## config.mk

```make
export PLATFORM = sky130hd
export DESIGN_NAME = fieldbus_slave_link_config
export DESIGN_NICKNAME = d
export VERILOG_FILES = /design/src/design/fieldbus_pkg.sv /design/src/design/sync_timer.sv /design/src/design/fieldbus_slave_link_config.sv
export VERILOG_INCLUDE_DIRS = /design/src /design/src/design
export SDC_FILE = /design/constraint.sdc
export NUM_CORES = 2
export LEC_CHECK = 0
export ABC_AREA = 0
export BUFFER_PORTS_ARGS = -buffer_cell sky130_fd_sc_hd__buf_4
export CORE_MARGIN = 2
export CORE_UTILIZATION = 40
export DETAILED_ROUTE_END_ITERATION = 7
export HOLD_SLACK_MARGIN = 0.05
export SLEW_MARGIN = 20
export SYNTH_ARGS = -nofsm -noshare
export SYNTH_HDL_FRONTEND = slang
export SYNTH_HIERARCHICAL = 1
export SYNTH_SLANG_ARGS = --single-unit
```

## constraint.sdc

```tcl
create_clock -name hclk -period 3.1 [get_ports hclk]
set_input_delay 0 -clock hclk [delete_from_list [all_inputs] [get_ports hclk]]
set_output_delay 0 -clock hclk [all_outputs]
set_load 0.02 [all_outputs]
```

## src/design/fieldbus_params.svh

```systemverilog
`ifndef FIELDBUS_PARAMS_SVH
`define FIELDBUS_PARAMS_SVH

// register byte offsets
`define REG_CTRL 8'h00
`define REG_NODE 8'h04
`define REG_ACTIVE 8'h08
`define REG_SYNC 8'h0C
`define REG_STATUS 8'h10
`define REG_MASK 8'h14
`define REG_MAP 8'h18
`define REG_SII_ADDR 8'h1C
`define REG_SII_DATA 8'h20
`define REG_PDO_IDX 8'h24
`define REG_PDO_DATA 8'h28

// field positions
`define CTRL_BUS_BIT 0
`define CTRL_METHOD_LSB 4
`define CTRL_METHOD_MSB 7
`define CTRL_RESTART_BIT 31
`define NODE_MSB 6
`define ACTIVE_NODE_LSB 8
`define ACTIVE_NODE_MSB 14
`define ACTIVE_METHOD_LSB 16
`define ACTIVE_METHOD_MSB 19
`define SYNC_MODE_MSB 1
`define SYNC_UNITS_LSB 8
`define SYNC_UNITS_MSB 14

// reset values
`define BUS_SEL_RST 1'b1
`define METHOD_RST 4'h0
`define NODE_RST 7'h01
`define SYNC_UNITS_RST 7'h08

// cycle grid in 125 us steps
`define CYCLE_UNITS_MIN 7'h01
`define CYCLE_UNITS_MAX 7'h40

// status and mask bits
`define ST_CMD_REJ 0
`define ST_MBX_REJ 1
`define ST_CYC_REJ 2
`define ST_SII_WR 3
`define ST_SYNC 4
`define ST_W 5

// datagram command codes
`define CMD_AP_RD 8'h01
`define CMD_AP_WR 8'h02
`define CMD_FP_RD 8'h04
`define CMD_FP_WR 8'h05
`define CMD_BC_RD 8'h07
`define CMD_BC_WR 8'h08
`define CMD_LG_RD 8'h0A
`define CMD_LG_WR 8'h0B
`define CMD_AP_RMW 8'h0D
`define CMD_FP_RMW 8'h0E

// mailbox type and service codes
`define MBX_TYPE_COE 4'h3
`define COE_EMERGENCY 4'h1
`define COE_SDO_REQ 4'h2
`define COE_SDO_RSP 4'h3
`define COE_SDO_INFO 4'h8

// fixed channel roles, two bits each
`define MAP_SM_ROLES 8'hE4
`define MAP_FMMU_TARGETS 6'h24
`define MAP_FMMU_LSB 8

// timing
`define SYNC_STEP_NS 125000
`define CLK_PERIOD_NS 10

`endif

```

## src/design/fieldbus_pkg.sv

```systemverilog
package fieldbus_pkg;
  typedef enum logic [1:0] {
    SYNC_FREE_RUN,
    SYNC_DC,
    SYNC_SM2
  } sync_mode_e;
endpackage

```

## src/design/sync_timer.sv

```systemverilog
`timescale 1ns/1ps
`include "fieldbus_params.svh"
module sync_timer #(
  parameter int STEP_CYCLES = `SYNC_STEP_NS / `CLK_PERIOD_NS
) (
  input wire logic hclk,
  input wire logic hresetn,
  input wire fieldbus_pkg::sync_mode_e mode,
  input wire logic [6:0] cycle_units,
  input wire logic enable,
  input wire logic sm2_event,
  output logic sync_pulse
);
  localparam int SW = $clog2(STEP_CYCLES + 1);

  generate
    if (STEP_CYCLES < 1) begin : g_bad
      $error("sync_timer: STEP_CYCLES must be at least 1");
    end
  endgenerate

  logic [SW-1:0] step_cnt;
  logic [6:0] unit_cnt;
  logic step_done;
  logic dc_run;

  assign dc_run = enable && (mode == fieldbus_pkg::SYNC_DC);
  assign step_done = (step_cnt == SW'(STEP_CYCLES - 1));

  // base 125 us tick
  always_ff @(posedge hclk or negedge hresetn) begin
    if (!hresetn) begin
      step_cnt <= '0;
    end else if (!dc_run || step_done) begin
      step_cnt <= '0;
    end else begin
      step_cnt <= step_cnt + SW'(1);
    end
  end

  // whole cycle made of cycle_units ticks
  always_ff @(posedge hclk or negedge hresetn) begin
    if (!hresetn) begin
      unit_cnt <= '0;
    end else if (!dc_run) begin
      unit_cnt <= '0;
    end else if (step_done) begin
      unit_cnt <= (unit_cnt + 7'h01 >= cycle_units) ? 7'h00 : unit_cnt + 7'h01;
    end
  end

  always_ff @(posedge hclk or negedge hresetn) begin
    if (!hresetn) begin
      sync_pulse <= 1'b0;
    end else if (enable && mode == fieldbus_pkg::SYNC_SM2) begin
      sync_pulse <= sm2_event;
    end else begin
      sync_pulse <= dc_run && step_done && (unit_cnt + 7'h01 >= cycle_units);
    end
  end
endmodule

```

## src/design/fieldbus_slave_link_config.sv

```systemverilog
`timescale 1ns/1ps
`include "fieldbus_params.svh"
// Summary of operation
// RULE1: sync manager 0 carries mailbox data in, 1 mailbox data out, 2 process data in and 3 process data out.
// RULE2: FMMU 0 maps the receive process data, FMMU 1 the transmit process data and FMMU 2 the mailbox status.
// RULE3: the ten supported read, write and read-modify-write datagrams addressed here are accepted.
// RULE4: the master must not use combined read-write datagrams, which this block refuses.
// RULE5: the CoE mailbox accepts emergency, SDO request, SDO response and SDO information services.
// RULE6: process data and remote process data sent through the mailbox are rejected.
// RULE7: the process data layout comes from a writable mapping table, not a fixed assignment.
// RULE8: sync is selectable between free run and distributed clock, with sync on sync manager 2 events too.
// RULE9: distributed clock cycles run from 125 us to 8 ms on a 125 us grid; other values are refused.
// RULE10: a 256-byte information store is readable by the master and never writable by it.
// RULE11: bus select 0 disables the fieldbus and hands control to a local selector, 1 (default) enables it, after restart.
// RULE12: the node number spans 0 to 127, defaults to 1 and takes effect after the next restart.
module fieldbus_slave_link_config #(
  parameter int STEP_CYCLES = `SYNC_STEP_NS / `CLK_PERIOD_NS,
  parameter int PDO_DEPTH = 8,
  parameter int SII_BYTES = 256
) (
  input wire logic hclk,
  input wire logic hresetn,
  input wire logic hsel,
  input wire logic [31:0] haddr,
  input wire logic [1:0] htrans,
  input wire logic hwrite,
  input wire logic [2:0] hsize,
  input wire logic [31:0] hwdata,
  input wire logic hready,
  output logic hreadyout,
  output logic hresp,
  output logic [31:0] hrdata,
  input wire logic dg_valid,
  input wire logic [7:0] dg_cmd,
  input wire logic dg_addressed,
  output logic dg_accept,
  output logic dg_reject,
  input wire logic mbx_valid,
  input wire logic [3:0] mbx_type,
  input wire logic [3:0] mbx_service,
  output logic mbx_accept,
  output logic mbx_reject,
  input wire logic sii_rd,
  input wire logic sii_wr,
  input wire logic [7:0] sii_addr,
  output logic [7:0] sii_rdata,
  output logic sii_rvalid,
  input wire logic [$clog2(PDO_DEPTH)-1:0] pdo_sel,
  output logic [31:0] pdo_entry,
  input wire logic sm2_event,
  output logic sync_pulse,
  output logic fieldbus_enable,
  output logic [3:0] local_control_method_selector,
  output logic [6:0] station_node_number,
  output logic irq
);
  localparam int PW = $clog2(PDO_DEPTH);

  generate
    if (PDO_DEPTH < 2 || (1 << PW) != PDO_DEPTH) begin : g_bad_pdo
      $error("PDO_DEPTH must be a power of two, at least 2");
    end
    if (SII_BYTES != 256) begin : g_bad_sii
      $error("SII_BYTES must be 256 to match the 8-bit store address");
    end
  endgenerate

  // pending settings, active copies
  logic bus_sel_pend;
  logic [3:0] method_pend;
  logic [6:0] node_pend;
  logic bus_sel_act;
  logic [3:0] method_act;
  logic [6:0] node_act;
  fieldbus_pkg::sync_mode_e sync_mode;
  logic [6:0] cycle_units;
  logic [`ST_W-1:0] status;
  logic [`ST_W-1:0] mask;
  logic [7:0] sii_ptr;
  logic [7:0] sii_mem [SII_BYTES];
  logic [PW-1:0] pdo_ptr;
  logic [31:0] pdo_map [PDO_DEPTH];

  // bus pipeline
  logic wr_pend;
  logic rd_pend;
  logic [7:0] ph_addr;
  logic addr_ok;
  logic take;
  logic wr_en;
  logic [7:0] a;
  logic restart;
  logic cyc_ok;
  logic [`ST_W-1:0] events;
  logic sync_raw;

  function automatic logic cmd_supported(input logic [7:0] c);
    if (c == `CMD_AP_RD || c == `CMD_AP_WR || c == `CMD_FP_RD || c == `CMD_FP_WR) begin
      return 1'b1;
    end else if (c == `CMD_BC_RD || c == `CMD_BC_WR || c == `CMD_LG_RD || c == `CMD_LG_WR) begin
      return 1'b1;
    end else if (c == `CMD_AP_RMW || c == `CMD_FP_RMW) begin
      return 1'b1;
    end else begin
      return 1'b0;
    end
  endfunction

  function automatic logic coe_service_ok(input logic [3:0] t, input logic [3:0] s);
    if (t != `MBX_TYPE_COE) begin
      return 1'b0;
    end else if (s == `COE_EMERGENCY || s == `COE_SDO_REQ || s == `COE_SDO_RSP) begin
      return 1'b1;
    end else begin
      return s == `COE_SDO_INFO;
    end
  endfunction

  assign addr_ok = (haddr[31:8] == 24'h000000) && (haddr[1:0] == 2'b00);
  assign take = hsel && hready && htrans[1];
  assign wr_en = wr_pend;
  assign a = ph_addr;
  assign hreadyout = !rd_pend;
  assign hresp = 1'b0;

  always_ff @(posedge hclk or negedge hresetn) begin
    if (!hresetn) begin
      wr_pend <= 1'b0;
      rd_pend <= 1'b0;
      ph_addr <= 8'h00;
    end else begin
      wr_pend <= take && hwrite && addr_ok;
      rd_pend <= take && !hwrite;
      if (take) begin
        ph_addr <= addr_ok ? haddr[7:0] : 8'hFF;
      end
    end
  end

  assign restart = wr_en && a == `REG_CTRL && hwdata[`CTRL_RESTART_BIT];
  assign cyc_ok = hwdata[`SYNC_UNITS_MSB:`SYNC_UNITS_LSB] >= `CYCLE_UNITS_MIN &&
                  hwdata[`SYNC_UNITS_MSB:`SYNC_UNITS_LSB] <= `CYCLE_UNITS_MAX &&
                  hwdata[`SYNC_MODE_MSB:0] != 2'b11;

  // pending settings written by software
  always_ff @(posedge hclk or negedge hresetn) begin
    if (!hresetn) begin
      bus_sel_pend <= `BUS_SEL_RST;
      method_pend <= `METHOD_RST;
      node_pend <= `NODE_RST;
    end else if (wr_en && a == `REG_CTRL) begin
      bus_sel_pend <= hwdata[`CTRL_BUS_BIT];
      method_pend <= hwdata[`CTRL_METHOD_MSB:`CTRL_METHOD_LSB];
    end else if (wr_en && a == `REG_NODE) begin
      node_pend <= hwdata[`NODE_MSB:0]; // RULE12
    end
  end

  // active settings change only on restart
  always_ff @(posedge hclk or negedge hresetn) begin
    if (!hresetn) begin
      bus_sel_act <= `BUS_SEL_RST; // RULE11
      method_act <= `METHOD_RST;
      node_act <= `NODE_RST; // RULE12
    end else if (restart) begin
      bus_sel_act <= bus_sel_pend; // RULE11
      method_act <= method_pend;
      node_act <= node_pend; // RULE12
    end
  end

  assign fieldbus_enable = bus_sel_act;
  assign station_node_number = node_act;
  assign local_control_method_selector = method_act;

  // sync configuration
  always_ff @(posedge hclk or negedge hresetn) begin
    if (!hresetn) begin
      sync_mode <= fieldbus_pkg::SYNC_FREE_RUN;
      cycle_units <= `SYNC_UNITS_RST;
    end else if (wr_en && a == `REG_SYNC && cyc_ok) begin
      sync_mode <= fieldbus_pkg::sync_mode_e'(hwdata[`SYNC_MODE_MSB:0]); // RULE8
      cycle_units <= hwdata[`SYNC_UNITS_MSB:`SYNC_UNITS_LSB]; // RULE9
    end
  end

  sync_timer #(
    .STEP_CYCLES(STEP_CYCLES)
  ) u_sync (
    .hclk(hclk),
    .hresetn(hresetn),
    .mode(sync_mode),
    .cycle_units(cycle_units),
    .enable(bus_sel_act),
    .sm2_event(sm2_event),
    .sync_pulse(sync_raw)
  );
  assign sync_pulse = sync_raw;

  // datagram gate
  always_comb begin
    dg_accept = 1'b0;
    dg_reject = 1'b0;
    if (dg_valid && dg_addressed && bus_sel_act) begin
      dg_accept = cmd_supported(dg_cmd); // RULE3
      dg_reject = !cmd_supported(dg_cmd); // RULE4
    end
  end

  // mailbox gate
  always_comb begin
    mbx_accept = 1'b0;
    mbx_reject = 1'b0;
    if (mbx_valid && bus_sel_act) begin
      mbx_accept = coe_service_ok(mbx_type, mbx_service); // RULE5
      mbx_reject = !coe_service_ok(mbx_type, mbx_service); // RULE6
    end
  end

  // information store, loaded by software only
  always_ff @(posedge hclk or negedge hresetn) begin
    if (!hresetn) begin
      sii_ptr <= 8'h00;
    end else if (wr_en && a == `REG_SII_ADDR) begin
      sii_ptr <= hwdata[7:0];
    end else if (wr_en && a == `REG_SII_DATA) begin
      sii_ptr <= sii_ptr + 8'h01;
    end
  end

  always_ff @(posedge hclk or negedge hresetn) begin
    if (!hresetn) begin
      for (int i = 0; i < SII_BYTES; i++) begin
        sii_mem[i] <= 8'h00;
      end
    end else if (wr_en && a == `REG_SII_DATA) begin
      sii_mem[sii_ptr] <= hwdata[7:0];
    end
  end

  // master side: read only
  always_ff @(posedge hclk or negedge hresetn) begin
    if (!hresetn) begin
      sii_rdata <= 8'h00;
      sii_rvalid <= 1'b0;
    end else begin
      sii_rvalid <= sii_rd && !sii_wr && bus_sel_act; // RULE10
      if (sii_rd && !sii_wr && bus_sel_act) begin
        sii_rdata <= sii_mem[sii_addr]; // RULE10
      end
    end
  end

  // process data mapping table
  always_ff @(posedge hclk or negedge hresetn) begin
    if (!hresetn) begin
      pdo_ptr <= '0;
    end else if (wr_en && a == `REG_PDO_IDX) begin
      pdo_ptr <= hwdata[PW-1:0];
    end
  end

  always_ff @(posedge hclk or negedge hresetn) begin
    if (!hresetn) begin
      for (int i = 0; i < PDO_DEPTH; i++) begin
        pdo_map[i] <= 32'h00000000;
      end
    end else if (wr_en && a == `REG_PDO_DATA) begin
      pdo_map[pdo_ptr] <= hwdata; // RULE7
    end
  end

  always_ff @(posedge hclk or negedge hresetn) begin
    if (!hresetn) begin
      pdo_entry <= 32'h00000000;
    end else begin
      pdo_entry <= pdo_map[pdo_sel]; // RULE7
    end
  end

  // events, sticky status, write one to clear
  always_comb begin
    events = '0;
    events[`ST_CMD_REJ] = dg_reject;
    events[`ST_MBX_REJ] = mbx_reject;
    events[`ST_CYC_REJ] = wr_en && a == `REG_SYNC && !cyc_ok; // RULE9
    events[`ST_SII_WR] = sii_wr && bus_sel_act; // RULE10
    events[`ST_SYNC] = sync_raw;
  end

  always_ff @(posedge hclk or negedge hresetn) begin
    if (!hresetn) begin
      status <= '0;
    end else if (wr_en && a == `REG_STATUS) begin
      status <= (status & ~hwdata[`ST_W-1:0]) | events;
    end else begin
      status <= status | events;
    end
  end

  always_ff @(posedge hclk or negedge hresetn) begin
    if (!hresetn) begin
      mask <= '0;
    end else if (wr_en && a == `REG_MASK) begin
      mask <= hwdata[`ST_W-1:0];
    end
  end

  always_ff @(posedge hclk or negedge hresetn) begin
    if (!hresetn) begin
      irq <= 1'b0;
    end else begin
      irq <= |(status & mask);
    end
  end

  // read data, one wait state
  always_ff @(posedge hclk or negedge hresetn) begin
    if (!hresetn) begin
      hrdata <= 32'h00000000;
    end else if (rd_pend) begin
      hrdata <= 32'h00000000;
      if (a == `REG_CTRL) begin
        hrdata[`CTRL_BUS_BIT] <= bus_sel_pend;
        hrdata[`CTRL_METHOD_MSB:`CTRL_METHOD_LSB] <= method_pend;
      end else if (a == `REG_NODE) begin
        hrdata[`NODE_MSB:0] <= node_pend;
      end else if (a == `REG_ACTIVE) begin
        hrdata[`CTRL_BUS_BIT] <= bus_sel_act;
        hrdata[`ACTIVE_NODE_MSB:`ACTIVE_NODE_LSB] <= node_act;
        hrdata[`ACTIVE_METHOD_MSB:`ACTIVE_METHOD_LSB] <= method_act;
      end else if (a == `REG_SYNC) begin
        hrdata[`SYNC_MODE_MSB:0] <= sync_mode;
        hrdata[`SYNC_UNITS_MSB:`SYNC_UNITS_LSB] <= cycle_units;
      end else if (a == `REG_STATUS) begin
        hrdata[`ST_W-1:0] <= status;
      end else if (a == `REG_MASK) begin
        hrdata[`ST_W-1:0] <= mask;
      end else if (a == `REG_MAP) begin
        hrdata[7:0] <= `MAP_SM_ROLES; // RULE1
        hrdata[`MAP_FMMU_LSB+5:`MAP_FMMU_LSB] <= `MAP_FMMU_TARGETS; // RULE2
      end else if (a == `REG_SII_ADDR) begin
        hrdata[7:0] <= sii_ptr;
      end else if (a == `REG_SII_DATA) begin
        hrdata[7:0] <= sii_mem[sii_ptr];
      end else if (a == `REG_PDO_IDX) begin
        hrdata[PW-1:0] <= pdo_ptr;
      end else if (a == `REG_PDO_DATA) begin
        hrdata <= pdo_map[pdo_ptr];
      end
    end
  end
endmodule

```

==> results.cfg <==
[place]
instance_area_after_placement_um2 = 145000
io_buffer_count = 194
gp_routability_congestion = 0.979
place_hpwl_mm = 316
post_placement_cell_count = 12902

[drt]
drcViolationCount = 0
detail_route.wl_per_cell_um = 33.8
wl_mm = 458
final_antenna_net_count = 0
drtIter0Drc = 8712
via_per_inst = 6.34
detailroute.via_count = 85997
dr.pass1.iters = 8

[cells_and_area]
final_common_cell = dfrtp_1
post_route_cells_drive_above_1_share_pct = 61.2
areaGrowthSynthToFinish_pct = 20.5
finalNetCount = 9134
finish.utilization_pct = 48.4
layout.cells.most_common_list = dfrtp_1, mux2_2, mux4_2
post_layout_nonfiller_instances = 13562
fin_area_um2 = 157000

[synth]
synth-xor-area-share_pct = 0.128
largest_family_of_logic_cells_by_synthesized_area = multiplexers
synthAdderAreaFrac_pct = 0.125
ys_warn_count = 6
post_synth_instance_area_um2 = 130000
post_synthesis_sequential_area_ratio_pct = 47.4
post_synth_num_cell_types = 90
synth-edff-count = 0
synth-seq-cells = 2464
async_flop_share_pct = 100
synth.area.mux_share_pct = 44.8
postSynthCellCount = 8160
post_synth.cell_area_avg_um2 = 15.9
compound_cell_area_share_of_the_yosys_netlist_pct = 2.15
yosys_most_used_dff = dfrtp_1
synth_simple_gate_area_share_pct = 2.90
syn-num-nets = 8280

[grt]
grt_antenna_before_repair = 26
gr-usage-met3_pct = 6.69
grt_busiest_layer = met2
grt_start_max_net_pins = 151
globalRouteOverflowTotal = 0
grt_pass1_vias = 88576
grt_pass1_wl_mm = 663
grt.met2_usage_pct = 42.2
grt_use_total_pct = 27.6
met1_grt_util_pct = 37.3

[outcome]
failed_checks = negative setup slack
status = finished, violations left

[timing]
timing_max_transition_violations_final = 0
tightest_slew_ns = 1.33
postLayoutSetupSlackWorst_ns = -0.289
min_cycle_time_layout_ns = 3.39
unrepaired_setup_endpoints_after_global_routing = yes
setup_viol = 30
worst_clock_skew_ns = 0.0473
min_period_over_period_pct = 109
maxSlewHeadroom_pct = 11.1
fmaxAchievable_mhz = 295
hold_viol_final = 0

[worst_setup_path]
cp_cell_sequence = buf_12, buf_12, mux4_2, mux4_2, a22oi_2, buf_4, nand4_1, or4_4, nor4_4, o21ai_1
critPathCaptureType = flip-flop
arrival_ns = 4.11
cpMaxStageDelayCell = or4_4
crit_path_max_incr_delay_ns = 0.60
crit_family = multiplexers
regToRegSetupSlack_ns = -0.29
cp_max_fo = 13
critical_path.startpoint_type = flip-flop
timing_worst_setup_path_type = flip-flop to flip-flop
cp.required_ns = 3.82
timing.critical_path.buf_inv = 3

[clocking]
clock_root_buffer = clkbuf_16
clock_tree_from_tritoncts = built
clk_pin_slew_worst_paths_ns = 0.06
cts_num_sinks = 2464
clock_path_buffers = 4
htree_levels = 5
insertion_delay_ns = 0.88
cts_made_buffers = 282

[floorplan]
die_x_um = 574
die_y_um = 574
design.die.area_um2 = 329000
boundaryPins = 200
initial_core_util_pct = 40.1
fp.coreArea_um2 = 324000
num_rows = 209

[flow_run]
drv.max_cap_violation_count = 0

[power]
p_leak_nw = 70.9
power_density_nw_per_um2 = 445
ir_drop_mv = 0.493

[hold_path]
timing.hold.worst.class = primary input to async pin
cell usage after synthesis (14+ instances only):
cell type / count / area, µm²
a211oi_1: 15 / 113
a21oi_1: 45 / 225
a221oi_1: 14 / 123
a22o_1: 33 / 289
a22oi_1: 78 / 586
and2_1: 14 / 87.6
and3_1: 14 / 87.6
buf_1: 62 / 233
buf_2: 179 / 896
buf_4: 32 / 240
clkbuf_1: 428 / 1610
dfrtp_1: 2459 / 61500
inv_1: 14 / 52.6
mux2_2: 2387 / 26900
mux2i_1: 126 / 1260
mux4_2: 1333 / 30000
nand2_1: 129 / 484
nand3_1: 41 / 205
nand4_1: 24 / 150
nor2_1: 159 / 597
nor2_2: 182 / 1140
nor2b_1: 16 / 100
nor3_1: 21 / 105
nor4_1: 24 / 150
o21ai_0: 59 / 295
o2bb2ai_1: 21 / 184
worst reg2reg max path, cell delays in order, from the launching register on:
cell and delay [ns]:
dfrtp_4 0.44, buf_12 0.15, buf_12 0.18, mux4_2 0.51
mux4_2 0.51, a22oi_2 0.24, buf_4 0.18, nand4_1 0.19
or4_4 0.60, nor4_4 0.16, o21ai_1 0.11
cell families (layout without fill, tap and decap cells):
logic type,Yosys count,in the layout
simple gates,696,696
compound gates,385,385
flops,2464,2464
xor+xnor,19,19
other cells,1,12
fa+ha+maj,13,13
buf+inv,728,1794
mux,3854,3854
registers in the layout, summed over array words and instances, names as in the netlist, 4 cells and up:
signal and cells:
u_sync/unit_cnt 7, sii_rdata 8, node_pend 7, u_sync/step_cnt 14
pdo_entry 32, station_node_number 7, local_control_method_selector 4, pdo_map 256
sii_ptr 8, cycle_units 7, status 5, hrdata 32
mask 5, method_pend 4, a 8, sii_mem 2048
path summary, 6_finish.rpt:
check | endpoint | startpoint | cells after the start
max in group asynchronous | sii_mem[959] | hresetn | 3
min | hrdata[23] | hresetn | 3
max | hrdata[3] | sii_ptr[0] | 10
max reg2reg | hrdata[3] | sii_ptr[0] | 10
min reg2reg | hrdata[26] | hrdata[26] | 1
min in group hclk | sii_rdata[3] | sii_addr[6] | 5
where the power goes:
group / switching (mW) / internal, mW
Clock: 14.0 / 19.8
Sequential: 0.158 / 32.3
Combinational: 2.26 / 1.15
Total: 16.4 / 53.2
final cells by class:
class,instances,area [µm²]
Timing Repair Buffer,1281,14200
Multi-Input combinational cell,4968,66000
Clock buffer,416,8260
Tap cell,4325,5410
Clock inverter,80,945
Inverter,17,80.1
Fill cell,27343,167000
Sequential cell,2464,61700
Antenna cell,11,27.5
through the flow:
stage	hold slack [ns]	setup WS (ns)	setup TNS, ns	power [mW]
floorplan	-0.296	0.00129	0	34.5
finish	0.0999	-0.289	-2.15	69.6
CTS	0.0697	-0.245	-1.49	70.2
global placement	-0.0113	-0.738	-37.26	36.3
global route	0.107	-0.321	-2.29	71.7
detailed placement	-0.00871	-0.785	-53.99	36.4
per-layer routing:
metal	vias to the layer above	wire, µm
met5	-	110
met1	47168	186000
met4	18	23600
li1	33788	-
met2	4022	210000
met3	1001	39400
repair_timing:
action                     in CTS  in global routing
cloned                          8                  2
setup endpoints to repair     624                260
hold buffers                  105                  0
resized for setup             129                 95
buffers inserted               28                 11
hold endpoints to repair     2995                  0
pin swaps                      17                 15
Power figures use the tool's default switching activity.
